==> src/core/gtc_params.svh <==
`ifndef GTC_PARAMS_SVH
`define GTC_PARAMS_SVH

`define GTC_ADDR_CTRL      4'h0
`define GTC_ADDR_CNT_LO    4'h1
`define GTC_ADDR_CNT_HI    4'h2
`define GTC_ADDR_FLAGS     4'h3
`define GTC_ADDR_IRQ_EN    4'h4
`define GTC_ADDR_CMP_CTRL  4'h5

`define GTC_CTRL_RESET     8'h00
`define GTC_BIT_ON         0
`define GTC_BIT_CS         1
`define GTC_BIT_SYNC       2
`define GTC_BIT_OSCEN      3
`define GTC_BIT_PS_LO      4
`define GTC_BIT_PS_HI      5
`define GTC_BIT_GE         6
`define GTC_BIT_GINV       7
`define GTC_BIT_GSS        1
`define GTC_BIT_PERIPHERAL_IRQ_ENABLE       1
`define GTC_BIT_GIE        2

`define GTC_CYC_PER_INSTR  2'h3

`endif

==> src/core/gtc_pkg.sv <==
package gtc_pkg;
    typedef enum logic [1:0] {GTC_WAIT_LOW, GTC_ARMED} gtc_arm_t;
    typedef logic [15:0] gtc_count_t;
endpackage : gtc_pkg

==> src/core/gtc_sync.sv <==
`timescale 1ns/1ns
`default_nettype none
module gtc_sync (
    input  wire logic clk_sys,   // system clock
    input  wire logic rstn,      // sync reset, active low
    input  wire logic ce,        // clock enable
    input  wire logic d_async,   // pin level
    output logic      q_sync     // synchronized level
);
    logic meta_ff;

    always_ff @(posedge clk_sys) begin
        if (!rstn) begin
            meta_ff <= 1'b0;
            q_sync  <= 1'b0;
        end else if (ce) begin
            meta_ff <= d_async;
            q_sync  <= meta_ff;
        end
    end
endmodule : gtc_sync
`default_nettype wire

==> src/core/gtc_timer.sv <==
// Chosen here: the register offsets and the strobed register port.
`timescale 1ns/1ns
`default_nettype none
`include "gtc_params.svh"
module gtc_timer (
    input  wire logic       clk_sys,          // system clock, 20 MHz
    input  wire logic       rstn,             // sync reset, active low
    input  wire logic       ce,               // clock enable, freezes all state
    input  wire logic [3:0] addr,             // register address
    input  wire logic [7:0] wdata,            // write data
    input  wire logic       wr,               // write strobe
    input  wire logic       rd,               // read strobe
    output logic      [7:0] rdata,            // read data, cycle after rd
    input  wire logic       count_input_pin,  // external count pin
    input  wire logic       lp_osc_clk,       // low-power oscillator output
    input  wire logic       gate_pin,         // gate pin
    input  wire logic       comparator_output,// comparator output
    input  wire logic       sleep,            // device asleep
    input  wire logic       internal_oscillator_no_clkout, // internal osc without clock out
    input  wire logic       special_event,    // trigger pulse from compare unit
    output logic            irq,              // interrupt request
    output logic            wake,             // wake-up from sleep pulse
    output logic            cmp_sync_clk,     // count clock for comparator sync
    output logic            lp_osc_on         // low-power oscillator enable
);
    logic [7:0]          timer_control_ff;
    logic                gate_source_select_ff;
    logic                overflow_flag_ff;
    logic                overflow_irq_enable_ff;
    logic                peripheral_irq_enable_ff;
    logic                global_irq_enable_ff;
    gtc_pkg::gtc_count_t count_ff;
    gtc_pkg::gtc_count_t nxt_count;
    logic [2:0]          presc_ff;
    logic [1:0]          instr_div_ff;
    gtc_pkg::gtc_arm_t   arm_ff;
    logic                ext_prev_ff;
    logic                src_prev_ff;
    logic [7:0]          nxt_rdata;

    logic pin_s;
    logic gate_pin_s;
    logic cmp_s;
    logic osc_s;
    logic ext_level;
    logic instr_tick;
    logic ext_rise;
    logic src_tick;
    logic gate_lvl;
    logic gate_ok;
    logic run;
    logic presc_done;
    logic inc;
    logic wr_lo;
    logic wr_hi;
    logic asleep_block;

    gtc_sync u_sync_pin (
        .clk_sys (clk_sys),
        .rstn    (rstn),
        .ce      (ce),
        .d_async (count_input_pin),
        .q_sync  (pin_s)
    );
    gtc_sync u_sync_gate (
        .clk_sys (clk_sys),
        .rstn    (rstn),
        .ce      (ce),
        .d_async (gate_pin),
        .q_sync  (gate_pin_s)
    );
    gtc_sync u_sync_cmp (
        .clk_sys (clk_sys),
        .rstn    (rstn),
        .ce      (ce),
        .d_async (comparator_output),
        .q_sync  (cmp_s)
    );
    gtc_sync u_sync_osc (
        .clk_sys (clk_sys),
        .rstn    (rstn),
        .ce      (ce),
        .d_async (lp_osc_clk),
        .q_sync  (osc_s)
    );

    wire on_bit   = timer_control_ff[`GTC_BIT_ON];
    wire ext_sel  = timer_control_ff[`GTC_BIT_CS];
    wire bypass   = timer_control_ff[`GTC_BIT_SYNC];
    wire osc_en   = timer_control_ff[`GTC_BIT_OSCEN] & internal_oscillator_no_clkout;
    wire [1:0] ps = timer_control_ff[`GTC_BIT_PS_HI:`GTC_BIT_PS_LO];

    assign wr_lo = wr && (addr == `GTC_ADDR_CNT_LO);
    assign wr_hi = wr && (addr == `GTC_ADDR_CNT_HI);

    // external level: oscillator when enabled, else count pin
    assign ext_level  = osc_en ? osc_s : pin_s;
    assign instr_tick = (instr_div_ff == `GTC_CYC_PER_INSTR);
    assign ext_rise   = ext_level && !ext_prev_ff && (arm_ff == gtc_pkg::GTC_ARMED);
    assign src_tick   = ext_sel ? ext_rise : instr_tick;

    // only unsynchronized external counting survives sleep; bypass keeps
    // counting on the sampled edge, modelling the free-running path
    assign asleep_block = sleep && !(ext_sel && bypass);

    assign gate_lvl = gate_source_select_ff ? cmp_s : gate_pin_s;
    assign gate_ok  = timer_control_ff[`GTC_BIT_GINV] ? gate_lvl : !gate_lvl;
    assign run      = on_bit && (!timer_control_ff[`GTC_BIT_GE] || gate_ok);

    always_comb begin
        presc_done = 1'b0;
        unique case (ps)
            2'b00: presc_done = 1'b1;
            2'b01: presc_done = presc_ff[0];
            2'b10: presc_done = &presc_ff[1:0];
            2'b11: presc_done = &presc_ff;
        endcase
    end

    assign inc = run && src_tick && !asleep_block && presc_done;

    always_comb begin
        nxt_count = count_ff;
        if (special_event) begin
            nxt_count = 16'h0000;
        end else if (inc) begin
            nxt_count = count_ff + 16'h0001;
        end
        if (wr_lo) begin
            nxt_count[7:0] = wdata;
        end
        if (wr_hi) begin
            nxt_count[15:8] = wdata;
        end
    end

    always_ff @(posedge clk_sys) begin
        if (!rstn) begin
            count_ff <= 16'h0000;
        end else if (ce) begin
            count_ff <= nxt_count;
        end
    end

    always_ff @(posedge clk_sys) begin
        if (!rstn) begin
            presc_ff <= 3'h0;
        end else if (ce) begin
            if (wr_lo || wr_hi) begin
                presc_ff <= 3'h0;
            end else if (run && src_tick && !asleep_block) begin
                presc_ff <= presc_ff + 3'h1;
            end
        end
    end

    always_ff @(posedge clk_sys) begin
        if (!rstn) begin
            instr_div_ff <= 2'h0;
        end else if (ce) begin
            instr_div_ff <= instr_div_ff + 2'h1;
        end
    end

    // low level must be seen after enabling before counting rises
    always_ff @(posedge clk_sys) begin
        if (!rstn) begin
            arm_ff      <= gtc_pkg::GTC_WAIT_LOW;
            ext_prev_ff <= 1'b0;
        end else if (ce) begin
            ext_prev_ff <= ext_level;
            if (!on_bit || !ext_sel) begin
                arm_ff <= gtc_pkg::GTC_WAIT_LOW;
            end else begin
                unique case (arm_ff)
                    gtc_pkg::GTC_WAIT_LOW: begin
                        if (!ext_level) begin
                            arm_ff <= gtc_pkg::GTC_ARMED;
                        end
                    end
                    gtc_pkg::GTC_ARMED: arm_ff <= gtc_pkg::GTC_ARMED;
                    default: arm_ff <= gtc_pkg::GTC_WAIT_LOW;
                endcase
            end
        end
    end

    // overflow only from an increment, set even when a same-cycle trigger clear overrides it
    wire ovf = inc && (count_ff == 16'hFFFF) && !wr_lo && !wr_hi;

    always_ff @(posedge clk_sys) begin
        if (!rstn) begin
            overflow_flag_ff <= 1'b0;
        end else if (ce) begin
            if (ovf) begin
                overflow_flag_ff <= 1'b1;
            end else if (wr && addr == `GTC_ADDR_FLAGS && !wdata[0]) begin
                overflow_flag_ff <= 1'b0;
            end
        end
    end

    always_ff @(posedge clk_sys) begin
        if (!rstn) begin
            timer_control_ff         <= `GTC_CTRL_RESET;
            gate_source_select_ff    <= 1'b0;
            overflow_irq_enable_ff   <= 1'b0;
            peripheral_irq_enable_ff <= 1'b0;
            global_irq_enable_ff     <= 1'b0;
        end else if (ce && wr) begin
            if (addr == `GTC_ADDR_CTRL) begin
                timer_control_ff <= wdata;
            end
            if (addr == `GTC_ADDR_CMP_CTRL) begin
                gate_source_select_ff <= wdata[`GTC_BIT_GSS];
            end
            if (addr == `GTC_ADDR_IRQ_EN) begin
                overflow_irq_enable_ff   <= wdata[0];
                peripheral_irq_enable_ff <= wdata[`GTC_BIT_PERIPHERAL_IRQ_ENABLE];
                global_irq_enable_ff     <= wdata[`GTC_BIT_GIE];
            end
        end
    end

    always_comb begin
        nxt_rdata = 8'h00;
        if (rd) begin
            unique case (addr)
                `GTC_ADDR_CTRL:     nxt_rdata = timer_control_ff;
                `GTC_ADDR_CNT_LO:   nxt_rdata = count_ff[7:0];
                `GTC_ADDR_CNT_HI:   nxt_rdata = count_ff[15:8];
                `GTC_ADDR_FLAGS:    nxt_rdata = {7'h00, overflow_flag_ff};
                `GTC_ADDR_IRQ_EN:   nxt_rdata = {5'h00, global_irq_enable_ff,
                                                 peripheral_irq_enable_ff,
                                                 overflow_irq_enable_ff};
                `GTC_ADDR_CMP_CTRL: nxt_rdata = {6'h00, gate_source_select_ff, 1'b0};
                default:            nxt_rdata = 8'h00;
            endcase
        end
    end

    always_ff @(posedge clk_sys) begin
        if (!rstn) begin
            rdata        <= 8'h00;
            irq          <= 1'b0;
            wake         <= 1'b0;
            cmp_sync_clk <= 1'b0;
            lp_osc_on    <= 1'b0;
            src_prev_ff  <= 1'b0;
        end else if (ce) begin
            rdata        <= nxt_rdata;
            irq          <= overflow_flag_ff && overflow_irq_enable_ff
                            && peripheral_irq_enable_ff && global_irq_enable_ff;
            wake         <= sleep && ovf && on_bit && overflow_irq_enable_ff
                            && peripheral_irq_enable_ff;
            src_prev_ff  <= src_tick;
            cmp_sync_clk <= src_tick && !src_prev_ff;
            lp_osc_on    <= osc_en;
        end
    end
endmodule : gtc_timer
`default_nettype wire

==> config.mk <==
export PLATFORM = sky130hd
export DESIGN_NAME = gtc_timer
export DESIGN_NICKNAME = d
export VERILOG_FILES = /design/src/core/gtc_pkg.sv /design/src/core/gtc_sync.sv /design/src/core/gtc_timer.sv
export VERILOG_INCLUDE_DIRS = /design/src /design/src/core
export SDC_FILE = /design/constraint.sdc
export NUM_CORES = 1
export LEC_CHECK = 0
export BUFFER_PORTS_ARGS = -buffer_cell sky130_fd_sc_hd__buf_2
export CORE_ASPECT_RATIO = 1.5
export CORE_UTILIZATION = 61
export CTS_BUF_LIST = sky130_fd_sc_hd__clkbuf_4
export CTS_CLUSTER_SIZE = 24
export DETAILED_ROUTE_END_ITERATION = 10
export GPL_ROUTABILITY_DRIVEN = 0
export GPL_TIMING_DRIVEN = 0
export PLACE_DENSITY = 0.83
export SLEW_MARGIN = 10
export SYNTH_ARGS = -nofsm -noshare
export SYNTH_HDL_FRONTEND = slang
export SYNTH_HIERARCHICAL = 1
export SYNTH_SLANG_ARGS = --single-unit
==> constraint.sdc <==
create_clock -name clk_sys -period 2.2 [get_ports clk_sys]
set_input_delay 0.11 -clock clk_sys [delete_from_list [all_inputs] [get_ports clk_sys]]
set_output_delay 0.11 -clock clk_sys [all_outputs]
set_load 0.1 [all_outputs]
# Word-level counts from Yosys, hierarchy flattened
# Index checks and enable logic that the tools add are counted.
# totals
output_inout_bits	12
regBits	58
input_bits	24
word_cells	115
# classes
mux	18
eq_ne	12
addsub	3
n_reduce_logical	55
bitwise	1
# op_table
op	n
$pmux W8 S6	1
$mux W16	2
$logic_and A1 B1 Y1	24
$mux W8	3
$reduce_and A2 Y1	9
$add A16 B1 Y16 const B	1
$eq A16 B16 Y1 const B	1
$logic_not A1 Y1	11
$eq A4 B2 Y1 const B	2
$eq A4 B3 Y1 const B	2
$eq A2 B2 Y1 const B	3
$mux W1	6
$mux W3	2
$reduce_bool A3 Y1	2
$eq A2 B1 Y1 const B	2
$eq A4 B1 Y1 const B	1
$logic_not A2 Y1	2
$logic_not A4 Y1	1
$mux W2	2
$pmux W1 S4	1
$pmux W2 S2	1
$reduce_bool A2 Y1	2
$add A3 B1 Y3 const B	1
$logic_or A1 B1 Y1	3
4 further kinds	4

# Logic depth before layout (Yosys ltp)
# Gate-level depths: netlist of the first run.
# depth
ltp_word	15
depth_mapped	8
ltp_nobuf	7

# Modules after synthesis
# The synthesis of the first run kept the hierarchy.
# by_module_without_submodules
mod	area_each_um2	seq_area_each_um2	cells_each	instances
gtc_timer	2949.1	980.9	349	1
gtc_sync	72.6	40.0	6	4

# Worst setup path before layout of the first run
# No wires, ideal clock.
# synth_path
kind	register to register
from	reg instr_div_ff[0]
to	reg presc_ff[0]
period_less_slack_ns	1.862
t_required_ns	2.079
path_buffers	0
setup_time_ns	0.121
arrival_time_ns	1.740
path_stages_with_launch	7
setup_slack_ns	0.338
path_cell_list	dfxtp_1 > ha_1 > nand2b_4 > a221o_1 > a211oi_4 > o22ai_2 > mux2_4
# synth_via
elab_chain_cells	6
# synth_lines
element	line	rtl
start: declaration	gtc_timer.sv:35	logic [1:0] instr_div_ff;
start signal: assignment	gtc_timer.sv:161	instr_div_ff <= instr_div_ff + 2'h1;
$eq A2 B2 Y1 (no source line)	--	
$mux W1	gtc_timer.sv:100	assign src_tick = ext_sel ? ext_rise : instr_tick;
$logic_and A1 B1 Y1 (2 in series)	gtc_timer.sv:151	end else if (run && src_tick && !asleep_block) begin
$reduce_bool A2 Y1 (no source line)	--	
$reduce_and A2 Y1 (no source line)	--	
end signal: assignment	gtc_timer.sv:152	presc_ff <= presc_ff + 3'h1;
end: declaration	gtc_timer.sv:34	logic [2:0] presc_ff;
# Every way passes these cells.
# A chain may end at the register's enable or synchronous reset.

# Worst setup path after layout of the first run
# Same ends and word-level chain as after synthesis.

==> run_results.csv, run 1 <==
group,metric,value,unit
outcome,status,"complete, no violations",
critical_path,critPathMaxStageDelay,0.45,ns
timing,skew,0.0113,ns
placed_design,dp_hpwl,6.59,mm
synthesis,synth_fa_ha_area_frac,0.0154,
timing,rsz0062_at_grt,"false",
global_routing,track_usage,0.366,
timing,setup_tns,0,ns
synthesis,syn_inst,373,
power_and_ir_drop,finalPower,2.37,mW
synthesis,ys.warnings.count,6,
cells_and_area,final_util,0.738,
clock_tree,root_buffer,"clkbuf_4",
synthesis,synth_xor_area_frac,0.0243,
synthesis,ys.flop_type,"dfxtp_1",
global_routing,grt_pass1_vias,3095,
hold_path,hold_path.class,"in -> reg",
job,cap_viol_max_count,0,
clock_tree,clk_pin_slew_worst_paths,0.11,ns
cells_and_area,finalNetCount,455,
critical_path,end_kind,"flop",
routing,drc,0,
global_routing,antenna_found_initial,0,
timing,slew_viol_final,0,
clock_tree,clockBufferDepth,2,
cells_and_area,syn2layout_area_growth,16.7,%
routing,final_antenna_net_count,0,
critical_path,worstReg2RegStart,"instr_div_ff[0]",
synthesis,yosysSeqAreaShare,0.352,
timing,setup_viol,0,
die,core_area,5120,sq um
timing,fin_crit_sh,0.942,
synthesis,synth_top_area_frac,0.352,
synthesis,synth_mux_area_frac,0.143,
power_and_ir_drop,ir_drop,548,uV
critical_path,crit_type,"reg -> reg",
synthesis,ys_ff_latch,57,
placed_design,port_buffers,35,
critical_path,r2r_end,"presc_ff[0]",
synthesis,synth_edf_count,0,
critical_path,cp_slowest_cell,"a211oi_4",
clock_tree,ctsHtreeMaxLevel,3,
cells_and_area,antenna_cells,0,
synthesis,syn_area_per_cell,8.68,sq um
routing,vias,3183,
placed_design,dpl.cell_count,476,
critical_path,path_buf_inv,0,
clock_tree,clkLatencyLatePin,0.43,ns
clock_tree,tritoncts,"done",
cells_and_area,stdcell_area,3780,sq um
power_and_ir_drop,p_leak,1.57,nW
critical_path,path_max_fanout,6,
routing,routedWlPerCell,18.5,um
synthesis,synth_top_family_by_area,"simple AND/OR/NAND/NOR gates",
timing,worst_slack,0.127,ns
timing,max-slew-margin-rel,0.476,
placed_design,dpl_cell_area,3500,sq um
routing,drtIter0Drc,250,
cells_and_area,drive_above_1_share,0.174,
timing,hold_violations,0,
die,io_pins,36,
timing,fin_crit,2.07,ns
synthesis,synth.most_common_cell,"dfxtp_1",
routing,routed_via_density,6.37,
die,start_util,0.632,
synthesis,yosys-top-cells-area,"dfxtp_1 35%, mux2i_1 13%, nor2_1 4.9%",
cells_and_area,stdcell_count,500,
hold_path,hold_end,"timer_control_ff[4]",
critical_path,rr_worst_depth,6,
synthesis,yosys.area_share.simple,0.250,
die,die-area,5610,sq um
synthesis,async_reset_ff_frac,0,
hold_path,hold_depth,3,
clock_tree,cts_buffers,9,
critical_path,cp_top_family,"compound AO/OA/AOI/OAI gates",
synthesis,synth_top_area_cell,"dfxtp_1",
critical_path,r2r_slack,0.13,ns
placed_design,dp_slack,0.0744,ns
power_and_ir_drop,powerDensity,627,nW/um^2
critical_path,worstPathArrival,2.40,ns
global_routing,grt_overflow,0,
synthesis,synthDistinctLibCells,65,
die,die_h,91.3,um
critical_path,crit_path_cell_trace,"ha_1, nand2b_4, a221o_1, a211oi_4, o22ai_2, mux2_4",
routing,firstDrtPassIters,5,
clock_tree,clkSinkCount,57,
die,rows,32,
synthesis,netlist_area,3240,sq um
timing,holdWs,0.0272,ns
global_routing,grt_max_degree,13,
timing,tightest_slew,0.779,ns
die,die_w,61.5,um
critical_path,critPathRequiredTime,2.52,ns
clock_tree,cts_setup_buffers,0,
synthesis,synth-compound-area-share,0.181,
critical_path,startpoint_type,"flop",
timing,max_freq,482,MHz
synthesis,synthTopCellsByCount,"57 x dfxtp_1, 42 x mux2i_1, 42 x nor2_1",
global_routing,grt_pass1_wl,14.9,mm
routing,wirelength,9.27,mm
synthesis,syn_nets,401,
hold_path,worstHoldStart,"wdata[4]",
[worst max path at each step]
stage | slack (ns) | cells past startpoint | from | to
floorplan | 0.34 | 6 | instr_div_ff[0] | presc_ff[0]
global placement | 0.15 | 6 | ce | count_ff[15]
detailed placement | 0.07 | 6 | ce | count_ff[10]
CTS | 0.12 | 6 | instr_div_ff[0] | presc_ff[0]
global route | 0.02 | 8 | presc_ff[0] | count_ff[3]
finish | 0.13 | 6 | instr_div_ff[0] | presc_ff[0]
[cells in the final DEF (no fill, tap or decap), types with 3 or more instances in the layout]
cell,n
a211oi_1,6
a21oi_1,8
a221oi_1,8
a22o_1,5
a22oi_1,9
and3_1,7
buf_1,3
buf_2,40
bufinv_16,3
clkbuf_1,10
clkbuf_4,9
dfxtp_1,56
dlygate4sd3_1,9
ha_1,4
inv_1,5
mux2i_1,42
nand2_1,37
nand2b_1,3
nand3_1,15
nand3b_1,4
nand4_1,6
nor2_1,42
nor2b_1,12
nor3_1,4
nor3b_1,3
nor4_1,5
o211ai_1,3
o21ai_0,15
xnor2_1,7
[area by class of cell]
cell class / count / area (sq um)
inverters: 6 / 22.5
repair buffers: 44 / 265
clock inverters: 7 / 125
plain buffers: 20 / 86.3
flip-flops and latches: 57 / 1140
clock buffers: 9 / 67.6
multi-input cells: 289 / 1990
fillers: 416 / 1350
well taps: 68 / 85.1
[state kept, by name, summed over array words and instances (netlist names), 2 cells and up]
register	count
presc_ff	3
count_ff	16
rdata	8
timer_control_ff	8
instr_div_ff	2
[worst reg2reg max path, stage by stage (launching register included)]
cell and delay [ns]:
dfxtp_1 0.37, ha_1 0.20, nand2b_4 0.09, a221o_1 0.39
a211oi_4 0.45, o22ai_2 0.19, mux2_4 0.29
[metal layers]
layer  up-vias  GRT usage  wire length (um)  share of wire
met1      1492      0.390              3340           0.36
met2       153      0.615              4810           0.52
met3        46     0.0954               620          0.067
met4         0      0.213               495          0.053
met5         -          0                 0              0
li1       1492          -                 -              -
[where the power goes]
part / internal (mW) / switching, mW
sequential: 1.05 / 0.0246
combinational: 0.0969 / 0.157
clock: 0.586 / 0.449
total: 1.74 / 0.631
[cells by family after synthesis]
logic type,count (synthesis)
AND/OR/NAND/NOR,155
AO/OA/AOI/OAI,77
multiplexers,44
XOR/XNOR,9
buffers and inverters,27
adder cells (fa/ha/maj),4
flip-flops,57
[timing repair]
item                                    CTS  global route
endpoints found under the hold margin     9             0
hold buffers                              9             0
endpoints found under the setup margin    0             1
gates resized for setup                   0             1
(Power assumes the default switching activity.)
==> inputs of run 2 (changes only) <==
--- a/config.mk
+++ b/config.mk
@@ -13,7 +13,6 @@
 export CTS_CLUSTER_SIZE = 24
 export DETAILED_ROUTE_END_ITERATION = 10
 export GPL_ROUTABILITY_DRIVEN = 0
-export GPL_TIMING_DRIVEN = 0
 export PLACE_DENSITY = 0.83
 export SLEW_MARGIN = 10
 export SYNTH_ARGS = -nofsm -noshare
==> constraint.sdc (replaced) <==
create_clock -name clk_sys -period 2.2 [get_ports clk_sys]
set_input_delay 0.33 -clock clk_sys [delete_from_list [all_inputs] [get_ports clk_sys]]
set_output_delay 0.33 -clock clk_sys [all_outputs]
set_load 0.1 [all_outputs]
==> run 2 against run 1 <==
Net effect:
- sequential share of layout area is 0.44 points higher
- first-iteration DRC count is 10% lower
- highest routed layer unchanged
- wire length decreased by 6.8%
- largest power group unchanged
==> run_results.csv, run 2 (same netlist as run 1, synthesis figures left out) <==
group,metric,value,unit
routing,routedWlPerCell,17.6,um
power_and_ir_drop,powerDensity,601,nW/um^2
cells_and_area,drive_above_1_share,0.204,
cells_and_area,multi_input_area,1990,sq um
timing,tightest_slew,0.486,ns
timing,skew,0.0160,ns
critical_path,worstPathArrival,2.27,ns
routing,routed_via_density,6.28,
timing,max-slew-margin-rel,0.674,
die,die_w,61.5,um
cells_and_area,fillCellCount,438,
cells_and_area,finalNetCount,445,
routing,vias,3075,
die,die-area,5610,sq um
die,die_h,91.3,um
routing,wirelength,8.64,mm
cells_and_area,syn2layout_area_growth,14.9,%
cells_and_area,layout_common_cells,"57 x dfxtp_1, 42 x mux2i_1, 42 x nor2_1",
clock_tree,ctsHtreeMaxLevel,3,
timing,hold_violations,0,
critical_path,end_kind,"flop",
cells_and_area,antenna_cells,0,
power_and_ir_drop,p_leak,1.56,nW
global_routing,use_met3,0.105,
timing,setup_viol,0,
timing,fin_crit,1.95,ns
clock_tree,clkSinkCount,57,
critical_path,critPathRequiredTime,2.52,ns
routing,drtIter0Drc,224,
global_routing,grt_pass1_wl,13.9,mm
clock_tree,cts_setup_buffers,0,
placed_design,dp_hpwl,6.37,mm
timing,slew_viol_final,0,
cells_and_area,top_regs,"count_ff: 16 flops, rdata: 8 flops, timer_control_ff: 8 flops",
power_and_ir_drop,ir_drop,532,uV
routing,final_antenna_net_count,0,
clock_tree,clkLatencyLatePin,0.42,ns
power_and_ir_drop,finalPower,2.24,mW
job,cap_viol_max_count,0,
clock_tree,cts_buffers,9,
hold_path,hold_path.class,"in -> reg",
critical_path,crit_type,"reg -> reg",
outcome,status,"complete, no violations",
timing,fin_crit_sh,0.885,
global_routing,track_usage,0.340,
cells_and_area,largest_reg_flops,16,
routing,drc,0,
global_routing,grt_pass1_vias,2941,
die,start_util,0.632,
timing,setup_tns,0,ns
global_routing,grt_most_used_layer,"met2",
clock_tree,cts_resized,0,
global_routing,grt_max_degree,28,
global_routing,gr-usage-met2,0.533,
routing,firstDrtPassIters,5,
clock_tree,clk_pin_slew_worst_paths,0.11,ns
critical_path,path_max_fanout,7,
cells_and_area,seqCellArea,1140,sq um
timing,max_freq,514,MHz
placed_design,port_buffers,35,
clock_tree,cts_hold_buf,0,
clock_tree,root_buffer,"clkbuf_4",
global_routing,grt_overflow,0,
critical_path,startpoint_type,"flop",
clock_tree,clockBufferDepth,2,
global_routing,met1_usage,0.375,
die,io_pins,36,
timing,rsz0062_at_grt,"false",
global_routing,antenna_found_initial,0,
clock_tree,tritoncts,"done",
die,rows,32,
die,core_area,5120,sq um
cells_and_area,largest-register,"count_ff",
cells_and_area,final_common_cell,"dfxtp_1",
-- run 2: area by class of cell --
cell class,instances,share of cell area
Multi-Input combinational cell,289,0.534
Sequential cell,57,0.307
Timing Repair Buffer,54,0.0854
Clock inverter,7,0.0272
Tap cell,68,0.0229
Clock buffer,9,0.0182
Inverter,6,0.00605
-- run 2: metrics by stage --
step / hold slack (ns) / util / area [sq um] / worst slack [ns] / cells
2_1_floorplan: 0.446 / - / 3240 / 0.338 / 373
3_3_place_gp: 0.447 / 0.693 / 3550 / 0.276 / 474
3_5_place_dp: 0.452 / 0.693 / 3550 / 0.233 / 474
4_1_cts: 0.153 / 0.726 / 3720 / 0.240 / 490
5_1_grt: 0.163 / 0.726 / 3720 / 0.127 / 490
6_report: 0.178 / 0.726 / 3720 / 0.254 / 490
-- run 2: path summary, 6_finish.rpt --
path / slack, ns / end / from / cells past startpoint
min: 0.18 / u_sync_cmp/meta_ff / comparator_output / 3
max: 0.25 / count_ff[10] / instr_div_ff[0] / 7
max reg2reg: 0.25 / count_ff[10] / instr_div_ff[0] / 7
min reg2reg: 0.47 / cmp_sync_clk / cmp_sync_clk / 2
-- run 2: where the power goes --
part           switching [mW]  total, mW  internal [mW]
Sequential             0.0222       1.08           1.05
Combinational           0.151      0.246         0.0952
Clock                   0.444      0.913          0.469
-- run 2: worst max-delay path: stages (launching register included) --
cell and delay, ns:
dfxtp_1 0.37, ha_1 0.20, nand2b_4 0.08, a221o_1 0.36, a211oi_4 0.29, buf_4 0.20
nand2_4 0.08, a221oi_1 0.28
-- run 2: metal layers --
| layer | vias to the layer above | routed length, um |
|---|---|---|
| li1 | 1456 | - |
| met5 | - | 0 |
| met4 | 0 | 478 |
| met3 | 42 | 616 |
| met2 | 153 | 4300 |
| met1 | 1424 | 3250 |
==> inputs of run 3 (changes only) <==
--- a/config.mk
+++ b/config.mk
@@ -8,12 +8,12 @@
 export LEC_CHECK = 0
 export BUFFER_PORTS_ARGS = -buffer_cell sky130_fd_sc_hd__buf_2
 export CORE_ASPECT_RATIO = 1.5
-export CORE_UTILIZATION = 61
+export CORE_UTILIZATION = 55
 export CTS_BUF_LIST = sky130_fd_sc_hd__clkbuf_4
 export CTS_CLUSTER_SIZE = 24
 export DETAILED_ROUTE_END_ITERATION = 10
 export GPL_ROUTABILITY_DRIVEN = 0
-export PLACE_DENSITY = 0.83
+export PLACE_DENSITY_LB_ADDON = 0.08
 export SLEW_MARGIN = 10
 export SYNTH_ARGS = -nofsm -noshare
 export SYNTH_HDL_FRONTEND = slang
==> run 3 against run 2 <==
Net effect:
- worst setup slack worse by 0.021 ns
- sequential power about the same
- global-route usage is 2.9 points lower
- critical path depth fell by 1
- largest power group unchanged
- first-iteration DRC count grew 8.5%
- register-to-register slack got worse by 0.02 ns
- sequential share of layout area shrank 0.23 points
- clock skew rose by 0.0027 ns
==> run_results.csv, run 3 (same netlist as run 1, synthesis figures left out) <==
group,metric,value,unit
timing,tightest_slew,0.478,ns
routing,vias,3063,
global_routing,grt_overflow,0,
hold_path,hold_depth,3,
power_and_ir_drop,powerDensity,600,nW/um^2
clock_tree,clockBufferDepth,2,
hold_path,hold_path.class,"in -> reg",
routing,drc,0,
placed_design,dp_slack,0.219,ns
critical_path,worstPathArrival,2.29,ns
timing,slew_viol_final,0,
critical_path,r2r_end,"presc_ff[0]",
cells_and_area,syn2layout_area_growth,15.7,%
routing,final_antenna_net_count,0,
critical_path,r2r_slack,0.23,ns
global_routing,grt_max_degree,28,
outcome,status,"complete, no violations",
die,die-area,6210,sq um
clock_tree,root_buffer,"clkbuf_4",
routing,firstDrtPassIters,5,
die,io_pins,36,
cells_and_area,top_regs,"count_ff: 16 flops, rdata: 8 flops, timer_control_ff: 8 flops",
routing,drtIter0Drc,243,
timing,max_freq,508,MHz
hold_path,worstHoldStart,"gate_pin",
timing,rsz0062_at_grt,"false",
cells_and_area,finalNetCount,447,
die,start_util,0.581,
clock_tree,tritoncts,"done",
clock_tree,cts_hold_buf,0,
cells_and_area,largest-register,"count_ff",
timing,setup_viol,0,
global_routing,antenna_found_initial,0,
cells_and_area,layout_common_cells,"57 x dfxtp_1, 42 x mux2i_1, 42 x nor2_1",
hold_path,hold_end,"u_sync_gate/meta_ff",
placed_design,port_buffers,35,
clock_tree,ctsHtreeMaxLevel,3,
routing,routedWlPerCell,17.8,um
clock_tree,clkSinkCount,57,
cells_and_area,drive_above_1_share,0.208,
critical_path,crit_type,"reg -> reg",
die,rows,33,
critical_path,crit_path_cell_trace,"ha_1, nand2b_4, a221o_1, a211oi_4, o22ai_2, mux2_4",
die,die_w,64.7,um
global_routing,track_usage,0.312,
power_and_ir_drop,ir_drop,501,uV
critical_path,critPathMaxStageDelay,0.41,ns
critical_path,path_buf_inv,0,
routing,wirelength,8.81,mm
power_and_ir_drop,finalPower,2.25,mW
clock_tree,cts_setup_buffers,0,
critical_path,cp_top_family,"compound AO/OA/AOI/OAI gates",
timing,fin_crit_sh,0.894,
placed_design,dp_hpwl,6.61,mm
die,die_h,96.0,um
timing,hold_violations,0,
clock_tree,clk_pin_slew_worst_paths,0.11,ns
global_routing,grt_pass1_wl,14.3,mm
critical_path,startpoint_type,"flop",
clock_tree,clkLatencyLatePin,0.42,ns
timing,fin_crit,1.97,ns
power_and_ir_drop,p_leak,1.58,nW
cells_and_area,final_common_cell,"dfxtp_1",
critical_path,rr_worst_depth,6,
timing,max-slew-margin-rel,0.680,
timing,setup_tns,0,ns
cells_and_area,antenna_cells,0,
routing,routed_via_density,6.20,
job,cap_viol_max_count,0,
critical_path,worstReg2RegStart,"instr_div_ff[0]",
critical_path,cp_slowest_cell,"a211oi_4",
timing,skew,0.0186,ns
critical_path,end_kind,"flop",
critical_path,critPathRequiredTime,2.52,ns
clock_tree,cts_resized,0,
timing,worst_slack,0.233,ns
critical_path,path_max_fanout,6,
global_routing,grt_pass1_vias,2920,
die,core_area,5570,sq um
clock_tree,cts_buffers,9,
cells_and_area,largest_reg_flops,16,
==> run 3: cell types whose count changed in the layout (fill, tap and decap cells not counted) <==
cell        change
buf_12          +1
buf_4           +1
clkbuf_4        +1
clkinv_2        +1
clkinv_4        +1
clkinvlp_4      -2
inv_6           -1
==> run 3: worst max path at each step <==
| stage | from | to | slack (ns) | depth (start not counted) |
|---|---|---|---|---|
| 2_1_floorplan | instr_div_ff[0] | presc_ff[0] | 0.34 | 6 |
| 3_3_place_gp | instr_div_ff[0] | presc_ff[0] | 0.27 | 6 |
| 3_5_place_dp | instr_div_ff[0] | presc_ff[0] | 0.22 | 6 |
| 4_1_cts | instr_div_ff[0] | presc_ff[0] | 0.22 | 6 |
| 5_1_grt | instr_div_ff[0] | count_ff[10] | 0.10 | 6 |
| 6_report | instr_div_ff[0] | presc_ff[0] | 0.23 | 6 |
==> run 3: area by class of cell <==
type / instances / area (sq um)
multi-input cells: 289 / 1990
clock inverters: 6 / 91.3
clock buffers: 10 / 75.1
fillers: 482 / 1830
inverters: 6 / 22.5
well taps: 70 / 87.6
flip-flops and latches: 57 / 1140
repair buffers: 56 / 345
==> run 3: routing by layer <==
layer | share of wire | vias up | routed length [um] | global-route usage
li1 | - | 1459 | - | -
met1 | 0.39 | 1430 | 3470 | 0.346
met2 | 0.50 | 140 | 4370 | 0.536
met3 | 0.070 | 34 | 616 | 0.0794
met4 | 0.040 | 0 | 350 | 0.178
met5 | 0 | - | 0 | 0
==> run 3: worst min-delay path: stages <==
cell     delay, ns
buf_2         0.07
mux2i_1       0.05
nor2b_1       0.09
==> run 3: power by group <==
group / leakage [nW] / switching (mW) / internal [mW]
Combinational: 1.03 / 0.151 / 0.101
Clock: 0.0910 / 0.444 / 0.479
Sequential: 0.462 / 0.0204 / 1.05
==> run 3: metrics by stage <==
step	instances	hold WS, ns	area, sq um	utilization
after floorplan	373	0.446	3240	-
after global placement	478	0.449	3580	0.643
after detailed placement	478	0.458	3580	0.643
after CTS	494	0.157	3750	0.673
after global routing	494	0.150	3750	0.673
final	494	0.162	3750	0.673
